**src/hw/shp_defines.svh**
```systemverilog
// register offsets, field positions, reset values and timing of the port
`ifndef SHP_DEFINES_SVH
`define SHP_DEFINES_SVH

// ************************************************************
// clock and line timing
// ************************************************************
`define SHP_CLK_HZ 25000000
`define SHP_OVS 16
`define SHP_BAUD_0 1200
`define SHP_BAUD_1 2400
`define SHP_BAUD_2 4800
`define SHP_BAUD_3 9600
`define SHP_FRAME_BITS 11
`define SHP_STOP_BITS 2

// ************************************************************
// buffer sizing and special characters
// ************************************************************
`define SHP_RX_DEPTH 128
`define SHP_RX_FULL 100
`define SHP_CH_NL 8'h0a
`define SHP_CH_ETX 8'h03

// ************************************************************
// register byte offsets
// ************************************************************
`define SHP_ADR_CTRL 8'h00
`define SHP_ADR_STAT 8'h04
`define SHP_ADR_RXDATA 8'h08
`define SHP_ADR_TXDATA 8'h0c
`define SHP_ADR_TALK 8'h10
`define SHP_ADR_IRQ_STAT 8'h14
`define SHP_ADR_IRQ_MASK 8'h18

// ************************************************************
// control fields and reset value
// ************************************************************
`define SHP_CTRL_BAUD_LSB 0
`define SHP_CTRL_SEVEN 2
`define SHP_CTRL_ODD 3
`define SHP_CTRL_RST 4'h3
`define SHP_TX_LAST 8

// ************************************************************
// interrupt status bits
// ************************************************************
`define SHP_IRQ_W 6
`define SHP_IRQ_RX 0
`define SHP_IRQ_FRAME 1
`define SHP_IRQ_PARITY 2
`define SHP_IRQ_BREAK 3
`define SHP_IRQ_DONE 4
`define SHP_IRQ_OVER 5

`endif

```
**src/hw/shp_pkg.sv**
```systemverilog
// shared types of the serial port
package shp_pkg;
  typedef enum logic [1:0] {RX_IDLE, RX_START, RX_BITS, RX_STOP} shp_rx_e;
  typedef enum logic {TX_IDLE, TX_SEND} shp_tx_e;
  typedef logic [7:0] shp_byte_t;
endpackage

```
**src/hw/shp_rx.sv**
```systemverilog
// receive deserialiser: 16x oversampled, framing and parity check
`timescale 1ns/1ps
`default_nettype none
`include "shp_defines.svh"

module shp_rx
  import shp_pkg::*;
(
  input wire logic clk_i,
  input wire logic rst_i,
  input wire logic tick_i,
  input wire logic rxd_i,
  input wire logic seven_i,
  input wire logic odd_i,
  output logic valid_o,
  output shp_byte_t data_o,
  output logic frame_err_o,
  output logic parity_err_o
);

  shp_rx_e st_ff, nxt_st; // receiver state
  logic [3:0] tck_ff, nxt_tck; // oversample tick count
  logic [3:0] bit_ff, nxt_bit; // bit index in phase
  shp_byte_t sh_ff, nxt_sh; // data shifter, lsb first
  logic prev_ff, nxt_prev; // line level one clock ago
  logic ferr_ff, nxt_ferr; // low stop bit seen
  logic valid_ff, nxt_valid;
  shp_byte_t data_ff, nxt_data;
  logic fout_ff, nxt_fout;
  logic pout_ff, nxt_pout;

  // ************************************************************
  // next state of the receiver
  // ************************************************************
  always_comb begin
    nxt_st = st_ff;
    nxt_tck = tck_ff;
    nxt_bit = bit_ff;
    nxt_sh = sh_ff;
    nxt_prev = rxd_i;
    nxt_ferr = ferr_ff;
    nxt_valid = 1'b0;
    nxt_data = data_ff;
    nxt_fout = fout_ff;
    nxt_pout = pout_ff;
    unique case (st_ff)
      RX_IDLE: begin
        // falling edge of the start bit
        if (prev_ff && !rxd_i) begin
          nxt_st = RX_START;
          nxt_tck = 4'h0;
        end
      end
      RX_START: begin
        if (tick_i) begin
          nxt_tck = tck_ff + 4'h1;
          // half a bit in: confirm start, else glitch
          if (tck_ff == 4'h7) begin
            nxt_tck = 4'h0;
            nxt_bit = 4'h0;
            nxt_ferr = 1'b0;
            nxt_st = rxd_i ? RX_IDLE : RX_BITS;
          end
        end
      end
      RX_BITS: begin
        if (tick_i) begin
          nxt_tck = tck_ff + 4'h1;
          // centre sample of each of eight data slots
          if (tck_ff == 4'hf) begin
            nxt_sh = {rxd_i, sh_ff[7:1]};
            nxt_bit = bit_ff + 4'h1;
            if (bit_ff == 4'h7) begin
              nxt_bit = 4'h0;
              nxt_st = RX_STOP;
            end
          end
        end
      end
      RX_STOP: begin
        if (tick_i) begin
          nxt_tck = tck_ff + 4'h1;
          if (tck_ff == 4'hf) begin
            // both stop bits must be high
            nxt_ferr = ferr_ff | !rxd_i;
            nxt_bit = bit_ff + 4'h1;
            if (bit_ff == 4'(`SHP_STOP_BITS - 1)) begin
              nxt_st = RX_IDLE;
              nxt_valid = 1'b1;
              nxt_fout = ferr_ff | !rxd_i;
              // seven bits plus parity, or eight plain
              nxt_data = seven_i ? {1'b0, sh_ff[6:0]} : sh_ff;
              nxt_pout = seven_i & ((^sh_ff) != odd_i);
            end
          end
        end
      end
    endcase
  end

  // ************************************************************
  // receiver registers
  // ************************************************************
  always_ff @(posedge clk_i) begin
    if (rst_i) begin
      st_ff <= RX_IDLE;
      tck_ff <= 4'h0;
      bit_ff <= 4'h0;
      sh_ff <= 8'h00;
      prev_ff <= 1'b1;
      ferr_ff <= 1'b0;
      valid_ff <= 1'b0;
      data_ff <= 8'h00;
      fout_ff <= 1'b0;
      pout_ff <= 1'b0;
    end else begin
      st_ff <= nxt_st;
      tck_ff <= nxt_tck;
      bit_ff <= nxt_bit;
      sh_ff <= nxt_sh;
      prev_ff <= nxt_prev;
      ferr_ff <= nxt_ferr;
      valid_ff <= nxt_valid;
      data_ff <= nxt_data;
      fout_ff <= nxt_fout;
      pout_ff <= nxt_pout;
    end
  end

  assign valid_o = valid_ff;
  assign data_o = data_ff;
  assign frame_err_o = fout_ff;
  assign parity_err_o = pout_ff;

endmodule // shp_rx

`default_nettype wire

```
**src/hw/shp_serial_port.sv**
```systemverilog
// serial programming port with dtr/dsr holdoff and wishbone registers
`timescale 1ns/1ps
`default_nettype none
`include "shp_defines.svh"

// Functional notes
// - eleven bit frame, one start, two stops
// - seven data plus parity, or eight
// - four rates: 1200, 2400, 4800, 9600
// - dtr false near 100 buffered chars
// - dtr false while answering a query
// - check dsr before each outgoing char
// - dtr false while output held by dsr
// - control-c clears work and pending output
// - every response ends with one newline
module shp_serial_port
  import shp_pkg::*;
#(
  parameter int RX_DEPTH = `SHP_RX_DEPTH,
  parameter int RX_FULL = `SHP_RX_FULL
) (
  input wire logic clk_i,
  input wire logic rst_i,
  input wire logic wb_cyc_i,
  input wire logic wb_stb_i,
  input wire logic wb_we_i,
  input wire logic [7:0] wb_adr_i,
  input wire logic [3:0] wb_sel_i,
  input wire logic [31:0] wb_dat_i,
  output logic [31:0] wb_dat_o,
  output logic wb_ack_o,
  input wire logic rxd_i,
  input wire logic dsr_i,
  output logic txd_o,
  output logic dtr_o,
  output logic irq_o
);

  localparam int AW = $clog2(RX_DEPTH); // buffer pointer width
  localparam int CW = AW + 1; // buffer count width

  // ************************************************************
  // shared decoding
  // ************************************************************

  // oversample divisor for a rate code
  function automatic logic [10:0] baud_div(input logic [1:0] sel);
    unique case (sel)
      2'h0: baud_div = 11'(`SHP_CLK_HZ / (`SHP_BAUD_0 * `SHP_OVS));
      2'h1: baud_div = 11'(`SHP_CLK_HZ / (`SHP_BAUD_1 * `SHP_OVS));
      2'h2: baud_div = 11'(`SHP_CLK_HZ / (`SHP_BAUD_2 * `SHP_OVS));
      2'h3: baud_div = 11'(`SHP_CLK_HZ / (`SHP_BAUD_3 * `SHP_OVS));
    endcase
  endfunction

  // start, data or parity, two stops, lsb first
  function automatic logic [10:0] frame(input shp_byte_t b,
                                        input logic seven,
                                        input logic odd);
    shp_byte_t d;
    d = seven ? {(^b[6:0]) ^ odd, b[6:0]} : b;
    frame = {2'b11, d, 1'b0};
  endfunction

  // ************************************************************
  // state declarations
  // ************************************************************
  logic [3:0] ctrl_ff, nxt_ctrl; // rate, width, parity sense
  logic ack_ff, nxt_ack; // bus acknowledge
  logic [31:0] dat_ff, nxt_dat; // registered read data
  logic [`SHP_IRQ_W-1:0] ist_ff, nxt_ist; // sticky events
  logic [`SHP_IRQ_W-1:0] imask_ff, nxt_imask; // event enables
  logic irq_ff, nxt_irq; // interrupt line
  logic [10:0] div_ff, nxt_div; // oversample divider
  logic tick_ff, nxt_tick; // 16x bit-rate enable
  shp_byte_t mem [RX_DEPTH]; // receive buffer
  logic [AW-1:0] wp_ff, nxt_wp, rp_ff, nxt_rp;
  logic [CW-1:0] cnt_ff, nxt_cnt; // characters held
  shp_tx_e tst_ff, nxt_tst; // transmitter state
  logic [10:0] tsh_ff, nxt_tsh; // outgoing frame
  logic [3:0] ttk_ff, nxt_ttk; // tick within bit
  logic [3:0] tbit_ff, nxt_tbit; // bit within frame
  logic txd_ff, nxt_txd; // line driver
  shp_byte_t hold_ff, nxt_hold; // next response char
  logic hold_v_ff, nxt_hold_v; // holding slot full
  logic hold_last_ff, nxt_hold_last; // char ends response
  logic nlp_ff, nxt_nlp; // terminator owed
  logic snl_ff, nxt_snl; // frame on wire is terminator
  logic treq_ff, nxt_treq; // software finished a query
  logic nlseen_ff, nxt_nlseen; // newline arrived
  logic talk_ff, nxt_talk; // talk holdoff active
  logic dtr_ff, nxt_dtr; // holdoff line

  // ************************************************************
  // receiver and bus strobes
  // ************************************************************
  logic rx_valid, rx_ferr, rx_perr;
  shp_byte_t rx_data;
  logic take, wr, wr_tx, wr_talk, pop, push, brk, drop, rx_nl;
  logic resp_done, suspended;

  shp_rx u_rx (
    .clk_i(clk_i),
    .rst_i(rst_i),
    .tick_i(tick_ff),
    .rxd_i(rxd_i),
    .seven_i(ctrl_ff[`SHP_CTRL_SEVEN]),
    .odd_i(ctrl_ff[`SHP_CTRL_ODD]),
    .valid_o(rx_valid),
    .data_o(rx_data),
    .frame_err_o(rx_ferr),
    .parity_err_o(rx_perr)
  );

  // request decode and receive classification
  always_comb begin
    take = wb_cyc_i & wb_stb_i & !ack_ff;
    wr = take & wb_we_i & wb_sel_i[0];
    wr_tx = wr & (wb_adr_i == `SHP_ADR_TXDATA);
    wr_talk = wr & (wb_adr_i == `SHP_ADR_TALK) & wb_dat_i[0];
    pop = take & !wb_we_i & (wb_adr_i == `SHP_ADR_RXDATA) &
          (cnt_ff != '0);
    // control-c with good stop bits is a clear, never buffered
    brk = rx_valid & !rx_ferr & (rx_data == `SHP_CH_ETX);
    drop = rx_valid & !brk & (cnt_ff == CW'(RX_DEPTH));
    push = rx_valid & !brk & !drop;
    rx_nl = push & (rx_data == `SHP_CH_NL);
  end

  // ************************************************************
  // bit-rate divider
  // ************************************************************
  always_comb begin
    nxt_div = div_ff + 11'h001;
    nxt_tick = 1'b0;
    if (div_ff >= baud_div(ctrl_ff[1:0]) - 11'h001) begin
      nxt_div = 11'h000;
      nxt_tick = 1'b1;
    end
  end

  always_ff @(posedge clk_i) begin
    if (rst_i) begin
      div_ff <= 11'h000;
      tick_ff <= 1'b0;
    end else begin
      div_ff <= nxt_div;
      tick_ff <= nxt_tick;
    end
  end

  // ************************************************************
  // receive buffer
  // ************************************************************
  always_comb begin
    nxt_wp = wp_ff;
    nxt_rp = rp_ff;
    nxt_cnt = cnt_ff;
    if (push) begin
      nxt_wp = wp_ff + AW'(1);
    end
    if (pop) begin
      nxt_rp = rp_ff + AW'(1);
    end
    nxt_cnt = cnt_ff + CW'(push) - CW'(pop);
    // device clear also empties the input
    if (brk) begin
      nxt_wp = '0;
      nxt_rp = '0;
      nxt_cnt = '0;
    end
  end

  always_ff @(posedge clk_i) begin
    if (push) begin
      mem[wp_ff] <= rx_data;
    end
    if (rst_i) begin
      wp_ff <= '0;
      rp_ff <= '0;
      cnt_ff <= '0;
    end else begin
      wp_ff <= nxt_wp;
      rp_ff <= nxt_rp;
      cnt_ff <= nxt_cnt;
    end
  end

  // ************************************************************
  // transmitter
  // ************************************************************
  always_comb begin
    nxt_tst = tst_ff;
    nxt_tsh = tsh_ff;
    nxt_ttk = ttk_ff;
    nxt_tbit = tbit_ff;
    nxt_hold = hold_ff;
    nxt_hold_v = hold_v_ff;
    nxt_hold_last = hold_last_ff;
    nxt_nlp = nlp_ff;
    nxt_snl = snl_ff;
    resp_done = 1'b0;
    // software fills the slot only when it is empty
    if (wr_tx && !hold_v_ff) begin
      nxt_hold = wb_dat_i[7:0];
      nxt_hold_v = 1'b1;
      nxt_hold_last = wb_dat_i[`SHP_TX_LAST];
    end
    unique case (tst_ff)
      TX_IDLE: begin
        // dsr looked at before every character
        if ((hold_v_ff || nlp_ff) && dsr_i) begin
          nxt_tst = TX_SEND;
          nxt_ttk = 4'h0;
          nxt_tbit = 4'h0;
          nxt_snl = nlp_ff;
          if (nlp_ff) begin
            // single terminator after the last char
            nxt_tsh = frame(`SHP_CH_NL, ctrl_ff[`SHP_CTRL_SEVEN],
                            ctrl_ff[`SHP_CTRL_ODD]);
            nxt_nlp = 1'b0;
          end else begin
            nxt_tsh = frame(hold_ff, ctrl_ff[`SHP_CTRL_SEVEN],
                            ctrl_ff[`SHP_CTRL_ODD]);
            nxt_hold_v = 1'b0;
            nxt_nlp = hold_last_ff;
          end
        end
      end
      TX_SEND: begin
        if (tick_ff) begin
          nxt_ttk = ttk_ff + 4'h1;
          if (ttk_ff == 4'(`SHP_OVS - 1)) begin
            nxt_tsh = {1'b1, tsh_ff[10:1]};
            nxt_tbit = tbit_ff + 4'h1;
            // all eleven bits gone
            if (tbit_ff == 4'(`SHP_FRAME_BITS - 1)) begin
              nxt_tst = TX_IDLE;
              resp_done = snl_ff;
              nxt_snl = 1'b0;
            end
          end
        end
      end
    endcase
    // control-c discards pending output, wire frame ends cleanly
    if (brk) begin
      nxt_hold_v = 1'b0;
      nxt_nlp = 1'b0;
    end
    nxt_txd = (nxt_tst == TX_SEND) ? nxt_tsh[0] : 1'b1;
  end

  always_ff @(posedge clk_i) begin
    if (rst_i) begin
      tst_ff <= TX_IDLE;
      tsh_ff <= 11'h7ff;
      ttk_ff <= 4'h0;
      tbit_ff <= 4'h0;
      txd_ff <= 1'b1;
      hold_ff <= 8'h00;
      hold_v_ff <= 1'b0;
      hold_last_ff <= 1'b0;
      nlp_ff <= 1'b0;
      snl_ff <= 1'b0;
    end else begin
      tst_ff <= nxt_tst;
      tsh_ff <= nxt_tsh;
      ttk_ff <= nxt_ttk;
      tbit_ff <= nxt_tbit;
      txd_ff <= nxt_txd;
      hold_ff <= nxt_hold;
      hold_v_ff <= nxt_hold_v;
      hold_last_ff <= nxt_hold_last;
      nlp_ff <= nxt_nlp;
      snl_ff <= nxt_snl;
    end
  end

  // ************************************************************
  // holdoff line
  // ************************************************************
  always_comb begin
    nxt_treq = treq_ff | wr_talk;
    nxt_nlseen = nlseen_ff;
    nxt_talk = talk_ff;
    // talk once a query is done and its newline seen
    if (treq_ff && nlseen_ff) begin
      nxt_talk = 1'b1;
      nxt_treq = 1'b0;
      nxt_nlseen = 1'b0;
    end
    if (rx_nl) begin
      nxt_nlseen = 1'b1;
    end
    // released after the terminator leaves, or by a clear
    if (resp_done || brk) begin
      nxt_talk = 1'b0;
      nxt_treq = 1'b0;
    end
    // output waiting on a low dsr
    suspended = (tst_ff == TX_IDLE) & (hold_v_ff | nlp_ff) & !dsr_i;
    // full buffer, talking or suspended all hold off
    nxt_dtr = !((cnt_ff >= CW'(RX_FULL)) | talk_ff | suspended);
  end

  always_ff @(posedge clk_i) begin
    if (rst_i) begin
      treq_ff <= 1'b0;
      nlseen_ff <= 1'b0;
      talk_ff <= 1'b0;
      dtr_ff <= 1'b0;
    end else begin
      treq_ff <= nxt_treq;
      nlseen_ff <= nxt_nlseen;
      talk_ff <= nxt_talk;
      dtr_ff <= nxt_dtr;
    end
  end

  // ************************************************************
  // register file and interrupt
  // ************************************************************
  always_comb begin
    logic [`SHP_IRQ_W-1:0] ev;
    logic [`SHP_IRQ_W-1:0] clr;
    ev = '0;
    clr = '0;
    nxt_ctrl = ctrl_ff;
    nxt_imask = imask_ff;
    nxt_ack = take;
    nxt_dat = dat_ff;
    ev[`SHP_IRQ_RX] = push;
    ev[`SHP_IRQ_FRAME] = rx_valid & rx_ferr;
    ev[`SHP_IRQ_PARITY] = rx_valid & rx_perr;
    ev[`SHP_IRQ_BREAK] = brk;
    ev[`SHP_IRQ_DONE] = resp_done;
    ev[`SHP_IRQ_OVER] = drop;
    if (wr) begin
      unique case (wb_adr_i)
        `SHP_ADR_CTRL: nxt_ctrl = wb_dat_i[3:0];
        `SHP_ADR_IRQ_STAT: clr = wb_dat_i[`SHP_IRQ_W-1:0];
        `SHP_ADR_IRQ_MASK: nxt_imask = wb_dat_i[`SHP_IRQ_W-1:0];
        default: ;
      endcase
    end
    // a new event outweighs a clear in the same cycle
    nxt_ist = (ist_ff & ~clr) | ev;
    nxt_irq = |(nxt_ist & nxt_imask);
    if (take && !wb_we_i) begin
      unique case (wb_adr_i)
        `SHP_ADR_CTRL: nxt_dat = {28'h0000000, ctrl_ff};
        `SHP_ADR_STAT: nxt_dat = {19'h00000, hold_v_ff,
                                  tst_ff == TX_SEND, talk_ff, dsr_i,
                                  dtr_ff, 8'(cnt_ff)};
        `SHP_ADR_RXDATA: nxt_dat = {23'h000000, cnt_ff != '0,
                                    (cnt_ff != '0) ? mem[rp_ff] : 8'h00};
        `SHP_ADR_IRQ_STAT: nxt_dat = {26'h0000000, ist_ff};
        `SHP_ADR_IRQ_MASK: nxt_dat = {26'h0000000, imask_ff};
        default: nxt_dat = 32'h00000000;
      endcase
    end
  end

  always_ff @(posedge clk_i) begin
    if (rst_i) begin
      ctrl_ff <= `SHP_CTRL_RST;
      ack_ff <= 1'b0;
      dat_ff <= 32'h00000000;
      ist_ff <= '0;
      imask_ff <= '0;
      irq_ff <= 1'b0;
    end else begin
      ctrl_ff <= nxt_ctrl;
      ack_ff <= nxt_ack;
      dat_ff <= nxt_dat;
      ist_ff <= nxt_ist;
      imask_ff <= nxt_imask;
      irq_ff <= nxt_irq;
    end
  end

  assign wb_ack_o = ack_ff;
  assign wb_dat_o = dat_ff;
  assign txd_o = txd_ff;
  assign dtr_o = dtr_ff;
  assign irq_o = irq_ff;

endmodule // shp_serial_port

`default_nettype wire

```
**config.mk**
```make
export PLATFORM = sky130hd
export DESIGN_NAME = shp_serial_port
export DESIGN_NICKNAME = d
export VERILOG_FILES = /design/src/hw/shp_pkg.sv /design/src/hw/shp_rx.sv /design/src/hw/shp_serial_port.sv
export VERILOG_INCLUDE_DIRS = /design/src /design/src/hw
export SDC_FILE = /design/constraint.sdc
export NUM_CORES = 1
export LEC_CHECK = 0
export ABC_AREA = 1
export ABC_CLOCK_PERIOD_IN_PS = 5500
export BUFFER_PORTS_ARGS = -buffer_cell sky130_fd_sc_hd__buf_2
export CAP_MARGIN = 20
export CELL_PAD_IN_SITES_DETAIL_PLACEMENT = 0
export CELL_PAD_IN_SITES_GLOBAL_PLACEMENT = 1
export CORE_MARGIN = 10
export CORE_UTILIZATION = 50
export CTS_CLUSTER_DIAMETER = 50
export DETAILED_ROUTE_END_ITERATION = 7
export PLACE_DENSITY = 0.78
export SYNTH_ARGS = -nofsm -noshare
export SYNTH_HDL_FRONTEND = slang
export SYNTH_SLANG_ARGS = --single-unit
```
**constraint.sdc**
```tcl
create_clock -name clk_i -period 5.5 [get_ports clk_i]
set_clock_uncertainty 0.2 [all_clocks]
set_input_delay 0 -clock clk_i [delete_from_list [all_inputs] [get_ports clk_i]]
set_output_delay 0 -clock clk_i [all_outputs]
set_load 0.05 [all_outputs]
```
==> out/qor.txt, run 1 <==
status: finished clean
Setup WS post-layout: 1.10 ns
LEAKAGE: 0.0200 uW
Via-to-Cell Ratio: 5.62
Syn Inst Count: 4332
Netlist Area Pre-Place: 0.0483 mm^2
GPL Wtd Cong: 0.853
vias in the first global route: 30200
antenna viol nets, final: 0
Die Ht: 331 um
initial antenna violation count: 1
Inserted Diodes: 0
Mapped Avg Cell Area: 11.1 um^2
flop2flop setup slack: 1.21 ns
WL/cell: 21.2 um
Post-CTS Setup Bufs: 0
DRC violations left: 0
largest net degree at the start of global routing: 168
Critical Path Source Type: primary input
Seq/Total Area, Yosys: 69.5%
Filler cells: 7957
share of layout cells above drive strength 1: 7.35%
Min-Delay Path Depth: 5
Yosys reg bits: 1164
Pre-antenna DRT Iters: 5
crit-path max cell delay: 0.62 ns
async set-or-reset flop fraction in the synthesized netlist: 0%
RSZ-0062 raised after global routing: no
CTS sink cnt: 1164
cells on worst reg2reg path: 13
Core Region: 0.0954 mm^2
Tcrit/Tclk final: 80.0%
CTS tree: built
Slew @ Worst Pin: 1.12 ns
EDFF count, synth: 1024
Hold EP: ist_ff[4]$_SDFF_PP0_
clk slew on worst S/H paths: 0.05 ns
Hold Crit Start: wb_dat_i[4]
CP Max Fanout: 10
Area Growth Syn to Fin: 12.6%
DP Area: 0.0493 mm^2
grt total ovfl: 0
pre-CTS WS: 1.19 ns
hold buffer count at cts: 57
utilization after layout: 57.0%
Clock Latency Late Sink: 0.74 ns
pwr dens: 341 mW/mm^2
total negative slack: 0 ns
synth unique cells: 51
Worst Path Arrival: 4.81 ns
final hold vios: 0
DIE WIDTH: 331 um
post_cts resized: 0
Setup CP Type: primary input to flip-flop
final net count: 4466
DRT Wirelength: 122 mm
CP most frequent cell: dlygate4sd3_1
Die ar.: 0.109 mm^2
H-tree levels: 4
Root Buffer: clkbuf_16
Ports: 87
CP top delay family: buffers and inverters
worst reg2reg path startpoint: wb_ack_o$_SDFF_PP0_
via count of the routed design: 32200
VDD IR max: 352 uV
worst endpoint required time: 5.91 ns
HPWL Detailed: 67.9 mm
Port Buf Inserts: 41
FF-to-FF End: hold_ff[7]$_SDFFE_PP0P_
Crit path buffers/inverters: 10
Slew Limit Headroom: 25.1%
clock buffer count from CTS: 133
max-cap viol count: 0
initial drt markers: 3295
Starting Density: 50.6%
first-pass GRT wire length: 184 mm
GRT Total Usage: 22.1%
Tot Pwr: 18500 uW
Min-Delay Path Class: primary input to flip-flop
warning count from the yosys run: 0
fin area: 0.0544 mm^2
# setup viols final: 0
# rows: 113
crit path time final: 4.40 ns
Max Slew Vio Count: 0
critical path cell sequence: dlygate4sd3_1 -> buf_2 -> dlygate4sd3_1 -> nand3b_4 -> dlygate4sd3_1 -> nor2_1 -> inv_1 -> nor4_1 -> dlygate4sd3_1 -> inv_1 -> nor2_2 -> inv_2 -> nor2_1 -> dlygate4sd3_1 -> nor2_1 -> dlygate4sd3_1
Critical Path Sink Type: flip-flop
FMAX: 227 MHz
Worst path slowest cell: dlygate4sd3_1
Post-synth top flop: edfxtp_1
Max clock buf depth: 3
-- state kept, by name, indices dropped and copies added, names as in the netlist, 4 cells and up, named ones only --
| register | cells |
|---|---|
| u_rx.tck_ff | 4 |
| ist_ff | 6 |
| imask_ff | 6 |
| cnt_ff | 8 |
| tsh_ff | 11 |
| rp_ff | 7 |
| u_rx.bit_ff | 4 |
| div_ff | 11 |
| ctrl_ff | 4 |
| tbit_ff | 4 |
| wp_ff | 7 |
| u_rx.data_o | 8 |
| u_rx.sh_ff | 8 |
| hold_ff | 8 |
| mem | 1024 |
| wb_dat_o | 13 |
| ttk_ff | 4 |
-- worst max path at each step --
stage,start,endpoint,slack (ns),cells after the start
after floorplan,u_rx.data_o[3]$_SDFFE_PP0P_,cnt_ff[6]$_SDFF_PP0_,0.83,15
after global placement,u_rx.data_o[5]$_SDFFE_PP0P_,mem[89][4]$_DFFE_PP_,1.31,7
after detailed placement,u_rx.data_o[5]$_SDFFE_PP0P_,mem[73][5]$_DFFE_PP_,1.19,7
after CTS,wb_stb_i,hold_ff[6]$_SDFFE_PP0P_,1.17,16
after global routing,wb_stb_i,hold_ff[7]$_SDFFE_PP0P_,0.86,16
final,wb_stb_i,hold_ff[7]$_SDFFE_PP0P_,1.10,16
-- cell type report --
class / instances / area, um^2 / share of cell area (%)
timing repair buffer: 154 / 1390 / 2.55
tap: 1265 / 1580 / 2.91
multi-input combinational: 2780 / 12800 / 23.5
clock inverter: 76 / 887 / 1.63
clock buffer: 164 / 3570 / 6.57
sequential: 1164 / 33600 / 61.8
inverter: 140 / 544 / 1.00
-- metrics by stage --
stage	cells	hold WS, ns
2_1_floorplan	4350	-0.0736
3_3_place_gp	5444	0.0282
3_5_place_dp	5444	0.0343
4_1_cts	5741	0.00833
5_1_grt	5743	0.113
6_report	5743	0.0530
-- report_power, final --
group          total, uW  internal (uW)  leakage (uW)  switching (uW)
clock               8950           5440       0.00218            3510
combinational        128           41.2       0.00597            86.4
sequential          9470           9470        0.0118            4.46
total              18500          14900        0.0200            3600
-- metal layers --
layer  vias to the layer above  share of wire, %  global-route usage, %
li1                      15300                 -                      -
met1                     15600                42                   30.6
met2                      1168                48                   35.5
met3                       214               7.1                   3.24
met4                         0               2.8                   7.37
met5                         -                 0                      0
-- cell usage after synthesis, types with 3 or more instances --
cell type | number | area (um^2)
a221oi_1 | 5 | 43.8
o21ai_0 | 184 | 921
edfxtp_1 | 1024 | 30700
or2_2 | 4 | 25.0
a31oi_1 | 4 | 25.0
dfxtp_1 | 140 | 2800
buf_4 | 52 | 390
ha_1 | 41 | 513
nor4_1 | 7 | 43.8
xor2_1 | 12 | 105
buf_1 | 31 | 116
o22ai_1 | 65 | 407
xnor2_1 | 11 | 96.3
buf_2 | 104 | 521
nor3b_1 | 6 | 45.0
o21ai_1 | 6 | 30.0
nand4_2 | 6 | 75.1
a211oi_1 | 14 | 105
nand2_1 | 1107 | 4160
o31ai_1 | 3 | 22.5
inv_2 | 4 | 15.0
nor2_1 | 362 | 1360
nand3_1 | 799 | 4000
o2111ai_1 | 5 | 43.8
a21oi_1 | 82 | 410
nor3_1 | 7 | 35.0
buf_6 | 18 | 203
nand4_1 | 8 | 50.1
clkbuf_1 | 61 | 229
inv_1 | 135 | 507
-- worst min-delay path, delay by kind of cell --
family	cells	cell delay (ns)
and+or+nand+nor	1	0.05
AOI/OAI and AO/OA	2	0.24
buffers and inverters	2	0.64
-- kinds of logic (layout without fill, tap and decap cells) --
| family | after synthesis | after routing | share of synthesized area, % |
|---|---|---|---|
| other | 1 | 19 | 0.00777 |
| muxes | 1 | 1 | 0.0207 |
| adders and majority gates | 42 | 42 | 1.10 |
| buffers and inverters | 406 | 534 | 4.12 |
| and+or+nand+nor | 2316 | 2316 | 20.5 |
| DFF | 1164 | 1164 | 69.5 |
| AOI/OAI and AO/OA | 379 | 379 | 4.34 |
| xor gates and xnor gates | 23 | 23 | 0.417 |
-- placed cells by master, fill, tap and decap left out, drive strengths merged, types with 2 or more instances in the layout --
master       instances
nand2             1107
edfxtp            1024
nand3              800
nor2               365
o21ai              190
clkbuf             164
inv                149
dfxtp              140
buf                 97
a21oi               82
o22ai               65
dlygate4sd3         57
clkinv              46
ha                  41
conb                19
bufinv              17
a211oi              14
nand4               14
xor2                12
xnor2               11
nor4                 8
nor3                 7
nor3b                6
o2111ai              5
a221oi               5
or2                  4
a31oi                4
clkinvlp             4
o31ai                3
o211ai               2
a22oi                2
or3                  2
nand3b               2
Note: power is estimated with default switching activity, not from simulation.
==> inputs of run 2 (changes only) <==
--- a/config.mk
+++ b/config.mk
@@ -7,7 +7,7 @@
 export NUM_CORES = 1
 export LEC_CHECK = 0
 export ABC_AREA = 1
-export ABC_CLOCK_PERIOD_IN_PS = 5500
+export ABC_CLOCK_PERIOD_IN_PS = 4200
 export BUFFER_PORTS_ARGS = -buffer_cell sky130_fd_sc_hd__buf_2
 export CAP_MARGIN = 20
 export CELL_PAD_IN_SITES_DETAIL_PLACEMENT = 0
==> constraint.sdc (replaced) <==
create_clock -name clk_i -period 4.2 [get_ports clk_i]
set_clock_uncertainty 0.2 [all_clocks]
set_input_delay 0 -clock clk_i [delete_from_list [all_inputs] [get_ports clk_i]]
set_output_delay 0 -clock clk_i [all_outputs]
set_load 0.05 [all_outputs]
==> run 2 against run 1 <==
  * Setup slack worse by 0.82 ns
  * Largest cell class unchanged
  * Cell count grew 0.35%
  * Die area is the same
  * Utilization fell by 0.12 points
  * Global-route usage grew 0.18 points
  * Design area down 0.20%
  * Highest routed layer unchanged
  * Sequential share of layout area grew 0.13 points
  * Sequential cell count stayed put
==> out/qor.txt, run 2 (same netlist as run 1, synthesis figures left out) <==
Root Buffer: clkbuf_16
status: finished clean
fin area: 0.0542 mm^2
max reg flops: 1024
Worst path slowest cell: dlygate4sd3_1
LEAKAGE: 0.0199 uW
share of layout cells above drive strength 1: 7.60%
Core Region: 0.0954 mm^2
Die ar.: 0.109 mm^2
worst endpoint required time: 4.66 ns
final net count: 4493
RSZ-0062 raised after global routing: yes
GRT Total Usage: 22.2%
CTS tree: built
VDD IR max: 365 uV
Min-Delay Path Class: primary input to flip-flop
clk slew on worst S/H paths: 0.06 ns
DRT Wirelength: 122 mm
pwr dens: 431 mW/mm^2
utilization after layout: 56.8%
largest register by flop count: mem
Critical Path Source Type: primary input
Critical Path Sink Type: flip-flop
antenna viol nets, final: 0
first-pass GRT wire length: 187 mm
FMAX: 255 MHz
placed cell count: 5471
DP Area: 0.0495 mm^2
max-cap viol count: 0
Slew Limit Headroom: 31.8%
Inserted Diodes: 0
initial drt markers: 3098
final hold vios: 0
Die Ht: 331 um
CP Max Fanout: 4
H-tree levels: 4
DIE WIDTH: 331 um
CTS sink cnt: 1164
largest net degree at the start of global routing: 146
Setup CP Type: primary input to flip-flop
DRC violations left: 0
Slew @ Worst Pin: 1.02 ns
Post-CTS Setup Bufs: 0
crit path time final: 3.92 ns
Ports: 87
initial antenna violation count: 0
commonest non-fill, non-tap cell in the layout: nand2_1
# setup viols final: 0
CP most frequent cell: nor2_1
grt total ovfl: 0
Area Growth Syn to Fin: 12.4%
GPL Wtd Cong: 0.858
# rows: 113
Via-to-Cell Ratio: 5.62
Starting Density: 50.6%
post-route insts no fill: 5763
Max Slew Vio Count: 0
most frequent cells in the layout: 1107 x nand2_1, 1024 x edfxtp_1, 799 x nand3_1
Max clock buf depth: 3
Worst Path Arrival: 4.38 ns
Clock Latency Late Sink: 0.73 ns
crit-path max cell delay: 0.61 ns
Pre-antenna DRT Iters: 5
vias in the first global route: 31200
Tcrit/Tclk final: 93.3%
via count of the routed design: 32400
Port Buf Inserts: 41
critical path cell sequence: dlygate4sd3_1 -> buf_2 -> nor2_1 -> dlygate4sd3_1 -> nand3_1 -> dlygate4sd3_1 -> inv_1 -> nand3_1 -> nor2_4 -> ha_1 -> inv_1 -> ha_1 -> inv_1 -> fa_1 -> o31ai_2 -> and2_1 -> nor2_1 -> nor2_1 -> nor2_1 -> or2_2 -> a21oi_1
HPWL Detailed: 70.2 mm
WL/cell: 21.2 um
clock buffer count from CTS: 130
Filler cells: 7951
## run 2: changes by cell type in the layout (fill, tap and decap cells not counted), sizes merged
| cell | change |
|---|---|
| clkinvlp | +2 |
| buf | +26 |
| clkinv | -3 |
| dlygate4sd3 | +4 |
| inv | -1 |
| bufinv | -11 |
| clkbuf | +3 |
## run 2: path summary, 6_finish.rpt
path	from	endpoint	slack (ns)	cells past startpoint
setup reg to reg	flip-flop	wb_dat_o[4]$_SDFFE_PP0P_	0.39	13
setup / recovery	wb_adr_i[6]	cnt_ff[6]$_SDFF_PP0_	0.28	21
hold reg to reg	tsh_ff[10]$_SDFFE_PP1P_	tsh_ff[10]$_SDFFE_PP1P_	0.24	2
hold / removal	wb_dat_i[5]	ist_ff[5]$_SDFF_PP0_	0.08	7
## run 2: area by class of cell
type                       count  area, um^2  area share, %
tap                         1265        1580           2.92
clock buffer                 167        3480           6.42
clock inverter                63         589           1.09
inverter                     140         544           1.00
timing repair buffer         184        1640           3.03
sequential                  1164       33600           61.9
multi-input combinational   2780       12800           23.6
## run 2: stage by stage
step / setup slack (ns) / TNS (ns) / total power, uW / hold WS, ns
after floorplan: 0.318 / 0 / 12800 / -0.0736
after global placement: 0.744 / 0 / 12800 / 0.0301
after detailed placement: 0.717 / 0 / 12800 / 0.0369
after CTS: 0.186 / 0 / 23500 / 0.0245
after global routing: -0.0154 / -0.0154 / 24000 / 0.0809
final: 0.281 / 0 / 23400 / 0.0795
## run 2: critical path, delay by kind of cell
kind                       cells  cell delay, ns
AOI/OAI and AO/OA              2            0.37
adders and majority gates      3            0.84
buffers and inverters          7            2.04
and+or+nand+nor                9            1.11
## run 2: metal layers
layer,GRT usage (%),routed length [um]
met5,0,0
met3,3.48,8260
met4,6.64,2970
met2,36.4,59100
met1,30.5,52100
## run 2: where the power goes
part / leakage (uW) / total [uW] / switching (uW) / internal (uW)
registers: 0.0118 / 12400 / 5.92 / 12400
logic: 0.00614 / 168 / 113 / 54.7
clock network: 0.00197 / 10800 / 4550 / 6270
## run 2: repair_timing
action,in CTS,in global routing
hold endpoints to repair,133,0
resized for setup,0,4
setup endpoints to repair,0,6
hold buffers,61,0
